**config.mk**
```make
export PLATFORM = sky130hd
export DESIGN_NAME = bxc_ext_config
export DESIGN_NICKNAME = d
export VERILOG_FILES = /design/src/core/bxc_pkg.sv /design/src/core/bxc_log_if.sv /design/src/core/bxc_log_mem.sv /design/src/core/bxc_ext_config.sv
export VERILOG_INCLUDE_DIRS = /design/src /design/src/core
export SDC_FILE = /design/constraint.sdc
export NUM_CORES = 2
export LEC_CHECK = 0
export ABC_CLOCK_PERIOD_IN_PS = 5400
export CAP_MARGIN = 0
export CELL_PAD_IN_SITES_DETAIL_PLACEMENT = 2
export CELL_PAD_IN_SITES_GLOBAL_PLACEMENT = 2
export CORE_ASPECT_RATIO = 1.1
export CORE_MARGIN = 1.5
export CORE_UTILIZATION = 43
export DETAILED_ROUTE_END_ITERATION = 7
export DONT_BUFFER_PORTS = 1
export GPL_TIMING_DRIVEN = 0
export PLACE_DENSITY_LB_ADDON = 0.25
export SETUP_SLACK_MARGIN = 0.3
export SYNTH_ARGS = -nofsm -noshare
export SYNTH_HDL_FRONTEND = slang
export SYNTH_SLANG_ARGS = --single-unit
```
**constraint.sdc**
```tcl
create_clock -name ref_clk -period 5.4 [get_ports ref_clk]
set_input_delay 0.81 -clock ref_clk [delete_from_list [all_inputs] [get_ports ref_clk]]
set_output_delay 0.81 -clock ref_clk [all_outputs]
set_load 0.02 [all_outputs]
```
**src/core/bxc_params.svh**
```systemverilog
// Purpose : Offsets, codes, slots and reset values of the extended config bank
// Assumes : Byte addresses, one aligned 32-bit word per register
// Notes   : Included by the package and by every design file
`ifndef BXC_PARAMS_SVH
`define BXC_PARAMS_SVH
// ----------------------------------------------------------------------
// Widths
// ----------------------------------------------------------------------
`define BXC_AW            12
`define BXC_DW            32
`define BXC_BEW           4
`define BXC_LOG_AW        3
`define BXC_LOG_DEPTH     8
`define BXC_SLOTS         12
`define BXC_STS_N         3
// ----------------------------------------------------------------------
// Offsets
// ----------------------------------------------------------------------
`define BXC_OFS_VENDOR    12'h000
`define BXC_OFS_HDR_TYPE  12'h00c
`define BXC_OFS_AER_CAP   12'h100
`define BXC_OFS_UNC_STS   12'h104
`define BXC_OFS_UNC_MSK   12'h108
`define BXC_OFS_UNC_SEV   12'h10c
`define BXC_OFS_COR_STS   12'h110
`define BXC_OFS_COR_MSK   12'h114
`define BXC_OFS_AER_CTL   12'h118
`define BXC_OFS_LOG_LO    12'h11c
`define BXC_OFS_LOG_HI    12'h128
`define BXC_OFS_SEC_STS   12'h12c
`define BXC_OFS_SEC_MSK   12'h130
`define BXC_OFS_SEC_SEV   12'h134
`define BXC_OFS_SEC_CTL   12'h138
`define BXC_OFS_SLOG_LO   12'h13c
`define BXC_OFS_SLOG_HI   12'h148
`define BXC_OFS_VC_CAP    12'h150
`define BXC_OFS_PVC_CAP1  12'h154
`define BXC_OFS_PVC_CAP2  12'h158
`define BXC_OFS_PVC_STC   12'h15c
`define BXC_OFS_CH0_CAP   12'h160
`define BXC_OFS_CH0_CTL   12'h164
`define BXC_OFS_CH0_STS   12'h168
`define BXC_OFS_GPIO      12'h300
`define BXC_OFS_GIO       12'h304
`define BXC_OFS_REPLAY    12'h310
// ----------------------------------------------------------------------
// Codes and read-only values
// ----------------------------------------------------------------------
`define BXC_AER_CAP_ID    16'h0001
`define BXC_VC_CAP_ID     16'h0002
`define BXC_CAP_VER       4'h1
`define BXC_AER_NEXT      12'h150
`define BXC_VC_NEXT       12'h000
`define BXC_HDR_TYPE1     8'h01
`define BXC_RO_ZERO       32'h0000_0000
`define BXC_RW_RST        32'h0000_0000
`define BXC_STS_RST       32'h0000_0000
// ----------------------------------------------------------------------
// Slot map of the writable words
// ----------------------------------------------------------------------
`define BXC_SLOT_UNC_MSK  4'h0
`define BXC_SLOT_UNC_SEV  4'h1
`define BXC_SLOT_COR_MSK  4'h2
`define BXC_SLOT_AER_CTL  4'h3
`define BXC_SLOT_SEC_MSK  4'h4
`define BXC_SLOT_SEC_SEV  4'h5
`define BXC_SLOT_SEC_CTL  4'h6
`define BXC_SLOT_PVC_STC  4'h7
`define BXC_SLOT_CH0_CTL  4'h8
`define BXC_SLOT_GPIO     4'h9
`define BXC_SLOT_GIO      4'ha
`define BXC_SLOT_REPLAY   4'hb
`define BXC_STICKY_SLOTS  12'h07f
`define BXC_STS_UNC       2'h0
`define BXC_STS_COR       2'h1
`define BXC_STS_SEC       2'h2
`define BXC_STICKY_STS    3'h3
`endif

```
**src/core/bxc_pkg.sv**
```systemverilog
// Purpose : Shared types of the extended config bank
// Assumes : bxc_params.svh holds every number
// Notes   : Types only
`include "bxc_params.svh"
package bxc_pkg;
  typedef logic [`BXC_AW-1:0]     bxc_addr_t;
  typedef logic [`BXC_DW-1:0]     bxc_word_t;
  typedef logic [`BXC_BEW-1:0]    bxc_be_t;
  typedef logic [`BXC_LOG_AW-1:0] bxc_log_addr_t;
  // Which port owns an access in flight
  typedef enum logic [1:0] {BXC_SRC_CFG, BXC_SRC_SMB, BXC_SRC_EE} bxc_src_e;
endpackage : bxc_pkg

```
**src/core/bxc_log_if.sv**
```systemverilog
// Purpose : Carrier between the bank and its header log store
// Assumes : One clock, write and read in the same cycle allowed
// Notes   : Read data is registered inside the store
`timescale 1ns/1ps
`include "bxc_params.svh"
interface bxc_log_if;
  logic                  we;
  bxc_pkg::bxc_log_addr_t waddr;
  bxc_pkg::bxc_word_t    wdata;
  bxc_pkg::bxc_log_addr_t raddr;
  bxc_pkg::bxc_word_t    rdata;
  modport owner (output we, output waddr, output wdata, output raddr, input rdata);
  modport store (input we, input waddr, input wdata, input raddr, output rdata);
endinterface : bxc_log_if

```
**src/core/bxc_log_mem.sv**
```systemverilog
// Purpose : Eight-word store of the captured error headers
// Assumes : Written only by the error capture path
// Notes   : No reset on the array, so contents survive every reset
`timescale 1ns/1ps
`include "bxc_params.svh"
module bxc_log_mem (
  // Clock and reset
  input wire logic   ref_clk,
  input wire logic   rst_n,
  // Owner side
  bxc_log_if.store   lmem
);
  import bxc_pkg::*;

  bxc_word_t store_r [`BXC_LOG_DEPTH];
  bxc_word_t rdata_r;

  // Capture port; bus writes never reach here
  always_ff @(posedge ref_clk) begin
    if (lmem.we) begin
      store_r[lmem.waddr] <= lmem.wdata;
    end
  end

  // Registered read data
  always_ff @(posedge ref_clk or negedge rst_n) begin
    if (!rst_n) begin
      rdata_r <= `BXC_RO_ZERO;
    end else begin
      rdata_r <= store_r[lmem.raddr];
    end
  end

  assign lmem.rdata = rdata_r;

endmodule : bxc_log_mem

```
**src/core/bxc_ext_config.sv**
```systemverilog
// Purpose : Extended configuration register bank of the bridge
// Assumes : Config, SMBus and EEPROM ports all run on ref_clk
// Notes   : Every read answers two edges after it is taken
`timescale 1ns/1ps
`include "bxc_params.svh"

// Summary of operation
// - Decode extended region 100h to FFFh beside the conventional header.
// - Error reporting capability at 100h with identifier 0001h.
// - Virtual channel capability at 150h with identifier 0002h.
// - Word 300h reachable by config and SMBus, never loaded from EEPROM.
// - Word 304h reachable by config and SMBus, never loaded from EEPROM.
// - Writing one clears a write-one-clear bit; writing zero leaves it.
// - Sticky writable and sticky clearable fields survive the ordinary reset.
// - Sticky read-only fields ignore writes and survive the ordinary reset.
// - Offset 00h bits 15:0 always read the fixed vendor code.
// - Present a type 1 bridge header layout in transparent mode.
module bxc_ext_config #(
  parameter logic [15:0] VENDOR_CODE = 16'h5a5a, // Arbitrary value
  parameter logic [15:0] DEVICE_CODE = 16'ha5a5  // Arbitrary value
) (
  // Clock and resets
  input  wire logic               ref_clk,
  input  wire logic               rst_n,
  input  wire logic               hot_rst_n,
  // Configuration access
  input  wire logic               cfg_req,
  input  wire logic               cfg_wr,
  input  wire bxc_pkg::bxc_addr_t cfg_addr,
  input  wire bxc_pkg::bxc_word_t cfg_wdata,
  input  wire bxc_pkg::bxc_be_t   cfg_be,
  output wire logic               cfg_ack,
  output wire bxc_pkg::bxc_word_t cfg_rdata,
  // SMBus access
  input  wire logic               smb_req,
  input  wire logic               smb_wr,
  input  wire bxc_pkg::bxc_addr_t smb_addr,
  input  wire bxc_pkg::bxc_word_t smb_wdata,
  input  wire bxc_pkg::bxc_be_t   smb_be,
  output wire logic               smb_ack,
  output wire bxc_pkg::bxc_word_t smb_rdata,
  // EEPROM loader
  input  wire logic               ee_req,
  input  wire bxc_pkg::bxc_addr_t ee_addr,
  input  wire bxc_pkg::bxc_word_t ee_data,
  output wire logic               ee_ack,
  // Error events and header capture
  input  wire bxc_pkg::bxc_word_t unc_err_set,
  input  wire bxc_pkg::bxc_word_t cor_err_set,
  input  wire bxc_pkg::bxc_word_t sec_err_set,
  input  wire logic               log_wr,
  input  wire bxc_pkg::bxc_log_addr_t log_sel,
  input  wire bxc_pkg::bxc_word_t log_data,
  // Control words to the core
  output wire bxc_pkg::bxc_word_t gpio_ctl,
  output wire bxc_pkg::bxc_word_t gio_ctl,
  output wire bxc_pkg::bxc_word_t replay_timer
);
  import bxc_pkg::*;

  localparam logic [`BXC_SLOTS-1:0] STICKY_SLOTS = `BXC_STICKY_SLOTS;
  localparam logic [`BXC_STS_N-1:0] STICKY_STS   = `BXC_STICKY_STS;

  // ----------------------------------------------------------------------
  // Decode helpers
  // ----------------------------------------------------------------------
  // Byte enables to a bit mask
  function automatic bxc_word_t be_mask(input bxc_be_t be);
    bxc_word_t m;
    m = `BXC_RO_ZERO;
    for (int b = 0; b < `BXC_BEW; b++) begin
      m[b*8 +: 8] = {8{be[b]}};
    end
    return m;
  endfunction : be_mask

  // Writable slot, {hit, index}
  function automatic logic [4:0] rw_slot(input bxc_addr_t a);
    unique case (a)
      `BXC_OFS_UNC_MSK: return {1'b1, `BXC_SLOT_UNC_MSK};
      `BXC_OFS_UNC_SEV: return {1'b1, `BXC_SLOT_UNC_SEV};
      `BXC_OFS_COR_MSK: return {1'b1, `BXC_SLOT_COR_MSK};
      `BXC_OFS_AER_CTL: return {1'b1, `BXC_SLOT_AER_CTL};
      `BXC_OFS_SEC_MSK: return {1'b1, `BXC_SLOT_SEC_MSK};
      `BXC_OFS_SEC_SEV: return {1'b1, `BXC_SLOT_SEC_SEV};
      `BXC_OFS_SEC_CTL: return {1'b1, `BXC_SLOT_SEC_CTL};
      `BXC_OFS_PVC_STC: return {1'b1, `BXC_SLOT_PVC_STC};
      `BXC_OFS_CH0_CTL: return {1'b1, `BXC_SLOT_CH0_CTL};
      `BXC_OFS_GPIO:    return {1'b1, `BXC_SLOT_GPIO};
      `BXC_OFS_GIO:     return {1'b1, `BXC_SLOT_GIO};
      `BXC_OFS_REPLAY:  return {1'b1, `BXC_SLOT_REPLAY};
      default:          return {1'b0, `BXC_SLOT_UNC_MSK};
    endcase
  endfunction : rw_slot

  // Clearable status word, {hit, index}
  function automatic logic [2:0] sts_slot(input bxc_addr_t a);
    unique case (a)
      `BXC_OFS_UNC_STS: return {1'b1, `BXC_STS_UNC};
      `BXC_OFS_COR_STS: return {1'b1, `BXC_STS_COR};
      `BXC_OFS_SEC_STS: return {1'b1, `BXC_STS_SEC};
      default:          return {1'b0, `BXC_STS_UNC};
    endcase
  endfunction : sts_slot

  // Header log word, {hit, store address}
  function automatic logic [3:0] log_slot(input bxc_addr_t a);
    bxc_addr_t d;
    d = '0;
    if (a >= `BXC_OFS_LOG_LO && a <= `BXC_OFS_LOG_HI) begin
      d = a - `BXC_OFS_LOG_LO;
      return {1'b1, 1'b0, d[3:2]};
    end else if (a >= `BXC_OFS_SLOG_LO && a <= `BXC_OFS_SLOG_HI) begin
      d = a - `BXC_OFS_SLOG_LO;
      return {1'b1, 1'b1, d[3:2]};
    end
    return {1'b0, 3'h0};
  endfunction : log_slot

  // Only these words accept a load from the EEPROM
  function automatic logic ee_loadable(input bxc_addr_t a);
    return (a == `BXC_OFS_UNC_MSK) || (a == `BXC_OFS_REPLAY);
  endfunction : ee_loadable

  // ----------------------------------------------------------------------
  // Ordinary reset synchroniser
  // ----------------------------------------------------------------------
  logic hot_meta_r;
  logic hot_sync_r;
  logic ord_rst;

  // Pin is asynchronous; second flop alone is read
  always_ff @(posedge ref_clk or negedge rst_n) begin
    if (!rst_n) begin
      hot_meta_r <= 1'b0;
      hot_sync_r <= 1'b0;
    end else begin
      hot_meta_r <= hot_rst_n;
      hot_sync_r <= hot_meta_r;
    end
  end

  assign ord_rst = ~hot_sync_r;

  // ----------------------------------------------------------------------
  // Port arbitration
  // ----------------------------------------------------------------------
  logic      smb_busy_r;
  logic      ee_busy_r;
  logic      smb_ack_r;
  logic      ee_ack_r;
  logic      smb_go;
  logic      ee_go;
  logic      acc_go;
  logic      acc_wr;
  bxc_src_e  acc_src;
  bxc_addr_t acc_addr;
  bxc_word_t acc_wdata;
  bxc_word_t acc_wmask;

  // Config never waits; SMBus then EEPROM take idle cycles
  assign smb_go = smb_req & ~cfg_req & ~smb_busy_r & ~smb_ack_r;
  assign ee_go  = ee_req & ~cfg_req & ~smb_req & ~ee_busy_r & ~ee_ack_r;

  // Select the single access of this cycle
  always_comb begin
    acc_go    = 1'b1;
    acc_wr    = cfg_wr;
    acc_src   = BXC_SRC_CFG;
    acc_addr  = cfg_addr;
    acc_wdata = cfg_wdata;
    acc_wmask = be_mask(cfg_be);
    if (!cfg_req) begin
      if (smb_go) begin
        acc_wr    = smb_wr;
        acc_src   = BXC_SRC_SMB;
        acc_addr  = smb_addr;
        acc_wdata = smb_wdata;
        acc_wmask = be_mask(smb_be);
      end else begin
        acc_go    = ee_go;
        acc_wr    = 1'b1;
        acc_src   = BXC_SRC_EE;
        acc_addr  = ee_addr;
        acc_wdata = ee_data;
        acc_wmask = ~`BXC_RO_ZERO;
      end
    end
  end

  // Busy flags stop a held request being taken twice
  always_ff @(posedge ref_clk or negedge rst_n) begin
    if (!rst_n) begin
      smb_busy_r <= 1'b0;
      ee_busy_r  <= 1'b0;
    end else begin
      smb_busy_r <= smb_go | (smb_busy_r & ~smb_ack_r);
      ee_busy_r  <= ee_go | (ee_busy_r & ~ee_ack_r);
    end
  end

  // ----------------------------------------------------------------------
  // Writable words
  // ----------------------------------------------------------------------
  logic [4:0]            slot;
  logic [2:0]            sslot;
  logic                  wr_ok;
  logic [`BXC_SLOTS-1:0] rw_we;
  bxc_word_t             rw_r  [`BXC_SLOTS];
  bxc_word_t             sts_r [`BXC_STS_N];
  bxc_word_t             sts_set [`BXC_STS_N];

  assign slot  = rw_slot(acc_addr);
  assign sslot = sts_slot(acc_addr);
  // EEPROM loads are dropped outside their few words
  assign wr_ok = acc_go & acc_wr & ((acc_src != BXC_SRC_EE) | ee_loadable(acc_addr));

  // One write strobe per slot; reserved offsets hit none
  always_comb begin
    for (int i = 0; i < `BXC_SLOTS; i++) begin
      rw_we[i] = wr_ok & slot[4] & (slot[3:0] == 4'(i));
    end
  end

  // Byte-masked update; sticky slots ride through the ordinary reset
  always_ff @(posedge ref_clk or negedge rst_n) begin
    if (!rst_n) begin
      for (int i = 0; i < `BXC_SLOTS; i++) begin
        rw_r[i] <= `BXC_RW_RST;
      end
    end else begin
      for (int i = 0; i < `BXC_SLOTS; i++) begin
        if (ord_rst && !STICKY_SLOTS[i]) begin
          rw_r[i] <= `BXC_RW_RST;
        end else if (rw_we[i]) begin
          rw_r[i] <= (rw_r[i] & ~acc_wmask) | (acc_wdata & acc_wmask);
        end
      end
    end
  end

  assign sts_set[`BXC_STS_UNC] = unc_err_set;
  assign sts_set[`BXC_STS_COR] = cor_err_set;
  assign sts_set[`BXC_STS_SEC] = sec_err_set;

  // Write-one-clear status; a new event beats a clear of the same bit
  always_ff @(posedge ref_clk or negedge rst_n) begin
    if (!rst_n) begin
      for (int i = 0; i < `BXC_STS_N; i++) begin
        sts_r[i] <= `BXC_STS_RST;
      end
    end else begin
      for (int i = 0; i < `BXC_STS_N; i++) begin
        if (ord_rst && !STICKY_STS[i]) begin
          sts_r[i] <= sts_set[i];
        end else if (wr_ok && sslot[2] && sslot[1:0] == 2'(i)) begin
          sts_r[i] <= (sts_r[i] & ~(acc_wdata & acc_wmask)) | sts_set[i];
        end else begin
          sts_r[i] <= sts_r[i] | sts_set[i];
        end
      end
    end
  end

  // ----------------------------------------------------------------------
  // Header log store
  // ----------------------------------------------------------------------
  bxc_log_if  log_bus ();
  logic [3:0] lslot;

  assign lslot         = log_slot(acc_addr);
  assign log_bus.we    = log_wr;
  assign log_bus.waddr = log_sel;
  assign log_bus.wdata = log_data;
  assign log_bus.raddr = lslot[2:0];

  bxc_log_mem u_log_mem (
    .ref_clk (ref_clk),
    .rst_n   (rst_n),
    .lmem    (log_bus.store)
  );

  // ----------------------------------------------------------------------
  // Read decode
  // ----------------------------------------------------------------------
  bxc_word_t rd_val;

  // Fixed words, live words; everything else reads zero
  always_comb begin
    rd_val = `BXC_RO_ZERO;
    if (slot[4]) begin
      rd_val = rw_r[slot[3:0]];
    end else if (sslot[2]) begin
      rd_val = sts_r[sslot[1:0]];
    end else begin
      case (acc_addr)
        `BXC_OFS_VENDOR:   rd_val = {DEVICE_CODE, VENDOR_CODE};
        `BXC_OFS_HDR_TYPE: rd_val = {8'h00, `BXC_HDR_TYPE1, 16'h0000};
        `BXC_OFS_AER_CAP:  rd_val = {`BXC_AER_NEXT, `BXC_CAP_VER, `BXC_AER_CAP_ID};
        `BXC_OFS_VC_CAP:   rd_val = {`BXC_VC_NEXT, `BXC_CAP_VER, `BXC_VC_CAP_ID};
        default:           rd_val = `BXC_RO_ZERO;
      endcase
    end
  end

  // ----------------------------------------------------------------------
  // Answer pipeline
  // ----------------------------------------------------------------------
  logic      s1_vld_r;
  logic      s1_log_r;
  bxc_src_e  s1_src_r;
  bxc_word_t s1_val_r;
  logic      cfg_ack_r;
  bxc_word_t cfg_rdata_r;
  bxc_word_t smb_rdata_r;
  bxc_word_t s2_word;

  // Stage one waits for the log store's registered read
  always_ff @(posedge ref_clk or negedge rst_n) begin
    if (!rst_n) begin
      s1_vld_r <= 1'b0;
      s1_log_r <= 1'b0;
      s1_src_r <= BXC_SRC_CFG;
      s1_val_r <= `BXC_RO_ZERO;
    end else begin
      s1_vld_r <= acc_go;
      s1_log_r <= lslot[3];
      s1_src_r <= acc_src;
      s1_val_r <= rd_val;
    end
  end

  assign s2_word = s1_log_r ? log_bus.rdata : s1_val_r;

  // Answer flops; data holds until the next answer on that port
  always_ff @(posedge ref_clk or negedge rst_n) begin
    if (!rst_n) begin
      cfg_ack_r   <= 1'b0;
      smb_ack_r   <= 1'b0;
      ee_ack_r    <= 1'b0;
      cfg_rdata_r <= `BXC_RO_ZERO;
      smb_rdata_r <= `BXC_RO_ZERO;
    end else begin
      cfg_ack_r <= s1_vld_r && s1_src_r == BXC_SRC_CFG;
      smb_ack_r <= s1_vld_r && s1_src_r == BXC_SRC_SMB;
      ee_ack_r  <= s1_vld_r && s1_src_r == BXC_SRC_EE;
      if (s1_vld_r && s1_src_r == BXC_SRC_CFG) begin
        cfg_rdata_r <= s2_word;
      end
      if (s1_vld_r && s1_src_r == BXC_SRC_SMB) begin
        smb_rdata_r <= s2_word;
      end
    end
  end

  assign cfg_ack      = cfg_ack_r;
  assign cfg_rdata    = cfg_rdata_r;
  assign smb_ack      = smb_ack_r;
  assign smb_rdata    = smb_rdata_r;
  assign ee_ack       = ee_ack_r;
  assign gpio_ctl     = rw_r[`BXC_SLOT_GPIO];
  assign gio_ctl      = rw_r[`BXC_SLOT_GIO];
  assign replay_timer = rw_r[`BXC_SLOT_REPLAY];

  // ----------------------------------------------------------------------
  // Checks
  // ----------------------------------------------------------------------
  logic cfg_rd;
  assign cfg_rd = cfg_req & ~cfg_wr;

  chk_cfg_answer: assert property (@(posedge ref_clk) disable iff (!rst_n)
    cfg_req |-> ##2 cfg_ack_r) else $error("config request not answered in two edges");

  chk_aer_header: assert property (@(posedge ref_clk) disable iff (!rst_n)
    cfg_rd && cfg_addr == `BXC_OFS_AER_CAP |-> ##2 cfg_rdata_r[15:0] == `BXC_AER_CAP_ID)
    else $error("error capability identifier wrong");

  chk_vc_header: assert property (@(posedge ref_clk) disable iff (!rst_n)
    cfg_rd && cfg_addr == `BXC_OFS_VC_CAP |-> ##2 cfg_rdata_r[15:0] == `BXC_VC_CAP_ID)
    else $error("channel capability identifier wrong");

  chk_ee_gpio: assert property (@(posedge ref_clk) disable iff (!rst_n)
    ee_go && ee_addr == `BXC_OFS_GPIO |=> $stable(gpio_ctl))
    else $error("gpio word loaded from eeprom");

  chk_ee_gio: assert property (@(posedge ref_clk) disable iff (!rst_n)
    ee_go && ee_addr == `BXC_OFS_GIO |=> $stable(gio_ctl))
    else $error("general_input_output word loaded from eeprom");

  chk_w1c_clear: assert property (@(posedge ref_clk) disable iff (!rst_n)
    cfg_req && cfg_wr && cfg_addr == `BXC_OFS_UNC_STS && unc_err_set == `BXC_RO_ZERO
    |=> (sts_r[`BXC_STS_UNC] & $past(cfg_wdata & be_mask(cfg_be))) == `BXC_RO_ZERO &&
        (sts_r[`BXC_STS_UNC] | $past(cfg_wdata & be_mask(cfg_be))) ==
        ($past(sts_r[`BXC_STS_UNC]) | $past(cfg_wdata & be_mask(cfg_be))))
    else $error("write-one-clear misbehaved");

  chk_sticky_hold: assert property (@(posedge ref_clk) disable iff (!rst_n)
    ord_rst && !wr_ok && unc_err_set == `BXC_RO_ZERO
    |=> sts_r[`BXC_STS_UNC] == $past(sts_r[`BXC_STS_UNC]) &&
        rw_r[`BXC_SLOT_UNC_MSK] == $past(rw_r[`BXC_SLOT_UNC_MSK]))
    else $error("sticky field lost on ordinary reset");

  chk_vendor_code: assert property (@(posedge ref_clk) disable iff (!rst_n)
    cfg_rd && cfg_addr == `BXC_OFS_VENDOR |-> ##2 cfg_rdata_r[15:0] == VENDOR_CODE)
    else $error("vendor code wrong");

  chk_type1_hdr: assert property (@(posedge ref_clk) disable iff (!rst_n)
    cfg_rd && cfg_addr == `BXC_OFS_HDR_TYPE |-> ##2 cfg_rdata_r[23:16] == `BXC_HDR_TYPE1)
    else $error("header type is not type 1");

  chk_reserved_zero: assert property (@(posedge ref_clk) disable iff (!rst_n)
    cfg_rd && cfg_addr > `BXC_OFS_REPLAY |-> ##2 cfg_rdata_r == `BXC_RO_ZERO)
    else $error("reserved offset read nonzero");

endmodule : bxc_ext_config

```
# Word level (Yosys, flattened, before mapping)
# Memory sizes are Yosys's and may differ from the RTL's. A register that Yosys moved wholly into a read port is not among the register bits.
# Index checks and enable logic that the tools add are counted.
[word_totals] regBits=587 mem_bits_rw=256 input_bits=280 out_inout_bits=163 n_memories=1
[op_classes] n_addsub=2 n_lt_le_gt_ge=6 eq_ne=39 n_mux=45 bitwise=71 reduce_logical=15
[memory_table] memory="u_log_mem.store_r" words=8 width=32 rd=1 rd_clocked_by_memory_dff=1 wr=1 line="bxc_log_mem.sv:15" rtl="bxc_word_t store_r [`BXC_LOG_DEPTH];"
[op_table] operator="32-bit two-way mux" count=25
[op_table] operator="32-bit bitwise OR" count=18
[op_table] operator="32-bit AND" count=16
[op_table] operator="12-bit by 9-bit == test with 1-bit output, second input constant" count=14
[op_table] operator="32-bit binary-select mux with 4-bit select" count=1
[op_table] operator="32-bit case mux with 4 select lines" count=1
[op_table] operator="32-bit binary-select mux with 2-bit select" count=1
[op_table] operator="32-bit NOT" count=2
[op_table] operator="5-bit case mux with 12 select lines" count=1
[op_table] operator="12-bit by 10-bit == test with 1-bit output, second input constant" count=3
[op_table] operator="1-bit AND" count=24
[op_table] operator="12-bit by 9-bit greater-or-equal comparator with 1-bit output, second input constant" count=2
[op_table] operator="12-bit by 9-bit less-or-equal comparator with 1-bit output, second input constant" count=2
[op_table] operator="12-bit two-way mux" count=2
[op_table] operator="4-bit by 3-bit == test with 1-bit output, second input constant" count=4
[op_table] operator="4-bit == test, second input constant" count=4
[op_table] operator="12-bit by 4-bit == test with 1-bit output, second input constant" count=1
[op_table] operator="12-bit zero test" count=1
[op_table] operator="4-bit two-way mux" count=3
[op_table] operator="2-bit by 1-bit inequality test with 1-bit output, second input constant" count=5
[op_table] operator="1-bit logical AND" count=9
[op_table] operator="3-bit case mux with 3 select lines" count=1
[op_table] operator="4-bit by 2-bit == test with 1-bit output, second input constant" count=2
[op_table] operator="1-bit two-way mux" count=8
[op_table] operator="other kinds (16)" count=28

# Logic depth before layout (Yosys ltp)
[depth] word_depth=14 mapped_depth=16 ltp_nobuf=10

# Hierarchy
# Synthesis repeated with hierarchy kept, for this count alone.
[hier_totals] cells_unflattened=3605 hier_area_um2=39593.0
[by_module_without_submodules] module="bxc_ext_config" instances=1 cells_per_inst=3190 area_each_um2=28966.5 seq_area_each_um2=14689.1
[by_module_without_submodules] module="bxc_log_mem" instances=1 cells_per_inst=415 area_each_um2=10626.4 seq_area_each_um2=8488.1

# Least setup slack after synthesis
# Ideal clock, no wire load.
[synth_timing] path_type="input to register" startpoint="input port cfg_req" endpoint="register s1_val_r[19]" setup_time_ps=131 arrival_time_ps=4067 required_ps=5269 path_slack_ps=1202 cell_stages=12 path_buffers=3 cell_sequence="or4b_1 -> buf_2 -> nor2_4 -> o211ai_2 -> or4_1 -> o211a_1 -> buf_2 -> o21ai_4 -> buf_2 -> mux2_2 -> a221o_1 -> or3_1"
[synth_between] elab_chain_len=14 elab_cells_between_ends=33
[synth_lines] element="from (decl)" line="bxc_ext_config.sv:27" rtl="input wire logic cfg_req,"
[synth_lines] element="1-bit NOT" line="bxc_ext_config.sv:162" rtl="assign smb_go = smb_req & ~cfg_req & ~smb_busy_r & ~smb_ack_r;"
[synth_lines] element="1-bit AND (3 in a row)" line="bxc_ext_config.sv:162"
[synth_lines] element="12-bit two-way mux" line="bxc_ext_config.sv:174" rtl="if (smb_go) begin"
[synth_lines] element="12-bit two-way mux *" line="bxc_ext_config.sv:173" rtl="if (!cfg_req) begin"
[synth_lines] element="parallel branches: the longest is 7 deep, another holds 32-bit binary-select mux with 4-bit select"
[synth_lines] element="32-bit two-way mux *" line="bxc_ext_config.sv:291" rtl="if (slot[4]) begin"
[synth_lines] element="via rd_val[19]" line="bxc_ext_config.sv:286" rtl="bxc_word_t rd_val;"
[synth_lines] element="to (signal assigned)" line="bxc_ext_config.sv:324" rtl="s1_val_r <= `BXC_RO_ZERO;"
[synth_lines] element="to (signal assigned)" line="bxc_ext_config.sv:329" rtl="s1_val_r <= rd_val;"
[synth_lines] element="to (decl)" line="bxc_ext_config.sv:312" rtl="bxc_word_t s1_val_r;"
# Mark *: on every way through the listed nets, which the timed path passes. The select of a mux whose other input is x is not followed.
# A chain may end at the register's enable or synchronous reset.

# Final worst setup path
[layout_timing] startpoint="register smb_ack_r (netlist: smb_ack)" endpoint="register s1_val_r[29]"
[layout_between] elab_chain_len=12 elab_cells_between_ends=36
[layout_lines] element="from (decl)" line="bxc_ext_config.sv:150" rtl="logic smb_ack_r;"
[layout_lines] element="from (signal assigned)" line="bxc_ext_config.sv:339" rtl="smb_ack_r <= 1'b0;"
[layout_lines] element="from (signal assigned)" line="bxc_ext_config.sv:345" rtl="smb_ack_r <= s1_vld_r && s1_src_r == BXC_SRC_SMB;"
[layout_lines] element="1-bit NOT *" line="bxc_ext_config.sv:162"
[layout_lines] element="1-bit AND *" line="bxc_ext_config.sv:162"
[layout_lines] element="12-bit two-way mux *" line="bxc_ext_config.sv:174"
[layout_lines] element="12-bit two-way mux *" line="bxc_ext_config.sv:173"
[layout_lines] element="parallel branches: the longest is 7 deep, another holds 32-bit binary-select mux with 4-bit select"
[layout_lines] element="32-bit two-way mux *" line="bxc_ext_config.sv:291"
[layout_lines] element="via rd_val[29]" line="bxc_ext_config.sv:286"
# Marks and branches as above.

==> flow_metrics.py <==
metrics = {
    "run_status": {
        "status": "complete, but fails checks",
        "failed_checks": "hold timing, slew limit",
    },
    "layout": {
        "drive_gt1_share_pct": 17.1,
        "area_growth_pct": 13.9,
        "nets": 3845,
        "post-route-util_pct": 49.3,
        "fin_area_sq_mm": 0.0455,
        "final_cells": 4907,
    },
    "detailed_routing": {
        "vias_per_cell": 6.63,
        "drc": 0,
        "drt-initial-drc-count": 2755,
        "num_vias": 32500,
        "routedWlPerCell_um": 38.0,
        "final_antenna_net_count": 0,
        "drt_wl_total_mm": 186,
        "dr.pass1.iters": 6,
    },
    "floorplanning": {
        "initial_core_util_pct": 43.3,
        "die_y_um": 323,
        "die_area_sq_mm": 0.0948,
        "io_pins": 443,
        "rows": 117,
        "die_x_um": 294,
        "core_area_sq_mm": 0.0924,
    },
    "worst_setup_path": {
        "start_kind": "flop",
        "reg2reg_depth": 14,
        "path_max_fanout": 10,
        "worstPathRequired_ns": 5.86,
        "cp-end-kind": "flop",
        "path_class": "reg -> reg",
        "rr_endpoint": "s1_val_r[29]$_DFF_PN0_",
        "arrival_ns": 5.72,
        "r2r_start": "smb_ack$_DFF_PN0_",
        "reg2reg_slack_ns": 0.14,
    },
    "cts": {
        "h-tree-depth": 3,
        "cts-buffers-inserted": 97,
        "cts-root-buf": "clkbuf_16",
        "path_clk_slew_ns": 0.07,
        "clock_sinks": 875,
        "clock_latency_ns": 0.71,
        "cts_buffer_depth": 3,
        "cts_tree": "done",
    },
    "placement": {
        "port_buffers": 0,
        "place_inst": 4700,
        "hpwl_mm": 139,
        "dpl_cell_area_sq_mm": 0.0418,
        "gp_congestion": 0.977,
    },
    "synth": {
        "synthTopCellsByArea": "dfrtp_1 39%, edfxtp_1 19%, mux2i_1 4.9%",
        "ys_seq_area_share_pct": 58.0,
        "ys_types": 86,
        "ys_top_cells_by_count": "619 x dfrtp_1, 311 x nand2_1, 256 x edfxtp_1",
        "ys.flop_type": "dfrtp_1",
        "synth_seq_cells": 875,
        "netlist_instances": 3439,
        "synth_area_per_cell_sq_um": 11.6,
        "ys_async_sr_fraction_pct": 70.7,
        "synth_area_sq_mm": 0.0400,
        "ys_warn_count": 0,
        "synth_edf_count": 256,
        "post-synth-top-count-cell": "dfrtp_1",
        "synth_top_cell_area_share_pct": 38.8,
        "synth_top_area_cell": "dfrtp_1",
        "synth_nets": 3719,
    },
    "power_and_ir_drop": {
        "p_leak_uw": 0.0188,
        "vdd_ir_drop_max_uv": 338,
        "power_density_mw_per_mm2": 332,
    },
    "worst_hold_path": {
        "hold_path.class": "in -> async",
    },
    "global_route": {
        "grt_pass1_vias": 35400,
        "gr-total-overflow": 0,
        "antenna_found_initial": 27,
        "grt_start_max_net_pins": 620,
        "globalRouteTotalUtil_pct": 38.9,
        "grt_pass1_wl_mm": 262,
    },
    "timing": {
        "maxSlewHeadroom_pct": -14.0,
        "hold_violations": 128,
        "setup_viol": 0,
        "fmax_mhz": 190,
        "fin_crit_ns": 5.26,
        "fin_skew_ns": 0.0281,
        "drv_slew": 364,
        "rsz0062_at_grt": "yes",
        "fin_crit_sh_pct": 97.4,
        "tightestPinTransition_ns": 1.71,
        "tns_ns": 0,
        "whs_ns": -0.195,
    },
    "flow_run": {
        "maxCapViolCount": 0,
    },
}
==> per-stage QoR <==
stage,setup WS [ns],hold slack [ns],power [uW]
4_1_cts,0.129,-0.204,15100
6_report,0.140,-0.195,15100
3_5_place_dp,-0.601,0.336,8090
2_1_floorplan,1.20,0.331,7680
5_1_grt,0.197,-0.197,15400
3_3_place_gp,-0.783,0.344,8030
==> what timing repair did <==
item / 4_1_cts / 5_1_grt
pin swaps: 2 / 3
buffers inserted: 4 / 10
endpoints found under the setup margin: 298 / 194
gates resized for setup: 34 / 33
hold endpoints to repair: 619 / 407
==> cell usage in the layout (no fill, tap or decap), types with 51 or more instances in the layout <==
cell / n
nand2_1: 311
clkbuf_1: 164
a22o_1: 52
mux2i_1: 193
nor2_1: 88
edfxtp_1: 256
buf_4: 130
nor4_1: 129
dfrtp_1: 619
a21oi_1: 81
o211ai_1: 51
o21ai_0: 239
o22ai_1: 77
or4_1: 81
clkbuf_16: 97
nand3b_1: 65
nand3_1: 95
mux2_2: 137
==> power by group <==
group / internal, uW / leakage (uW) / switching, uW / total, uW
Combinational: 205 / 0.00674 / 671 / 876
Sequential: 6990 / 0.0104 / 155 / 7140
Clock: 4070 / 0.00166 / 3020 / 7090
Total: 11300 / 0.0188 / 3850 / 15100
==> worst max-delay path, cell delays in order (launching register included) <==
cell and delay, ns:
dfrtp_1 0.51, or3b_1 0.42, buf_2 0.18, a211oi_1 0.32, nor2b_1 0.08, buf_2 0.21, nor4_4 0.45, buf_2 0.40
a21o_1 0.41, o21ai_2 0.19, buf_6 0.23, buf_6 0.20, mux2_1 0.37, a2111oi_1 0.63, o211ai_1 0.38
==> cell families after synthesis <==
group,count (synthesis),synth area share (%)
buffers and inverters,386,4.91
muxes,351,9.28
DFF,875,58.0
AOI/OAI and AO/OA,822,14.0
and+or+nand+nor,1005,13.8
==> final cells by class <==
| cell class | instances | area (sq um) |
|---|---|---|
| antenna | 11 | 27.5 |
| buffer | 350 | 1880 |
| clock buffer | 129 | 2740 |
| clock inverter | 52 | 612 |
| fill | 9056 | 46900 |
| inverter | 36 | 138 |
| multi-input combinational | 2178 | 15000 |
| sequential | 875 | 23200 |
| tap | 1249 | 1560 |
| timing repair buffer | 27 | 347 |
==> metal layers <==
metal	track usage (%)	part of all wire (%)	wire length, um
met3	10.1	8.6	16000
met5	0	0.14	260
met4	21.2	5.8	10800
met2	65.6	49	90900
met1	45.2	37	68300
==> worst max path at each step <==
stage          depth (start not counted)                                end               from  slack [ns]
6_report                              14             s1_val_r[29]$_DFF_PN0_  smb_ack$_DFF_PN0_        0.14
5_1_grt                               16              s1_val_r[6]$_DFF_PN0_  smb_ack$_DFF_PN0_        0.20
4_1_cts                               12             s1_val_r[29]$_DFF_PN0_  smb_ack$_DFF_PN0_        0.13
3_5_place_dp                          14             s1_val_r[29]$_DFF_PN0_            smb_req       -0.60
3_3_place_gp                           2  u_log_mem.store_r[0][9]$_DFFE_PP_         log_sel[1]       -0.78
2_1_floorplan                         12             s1_val_r[19]$_DFF_PN0_            cfg_req        1.20
Note: power is estimated with default switching activity, not from simulation.
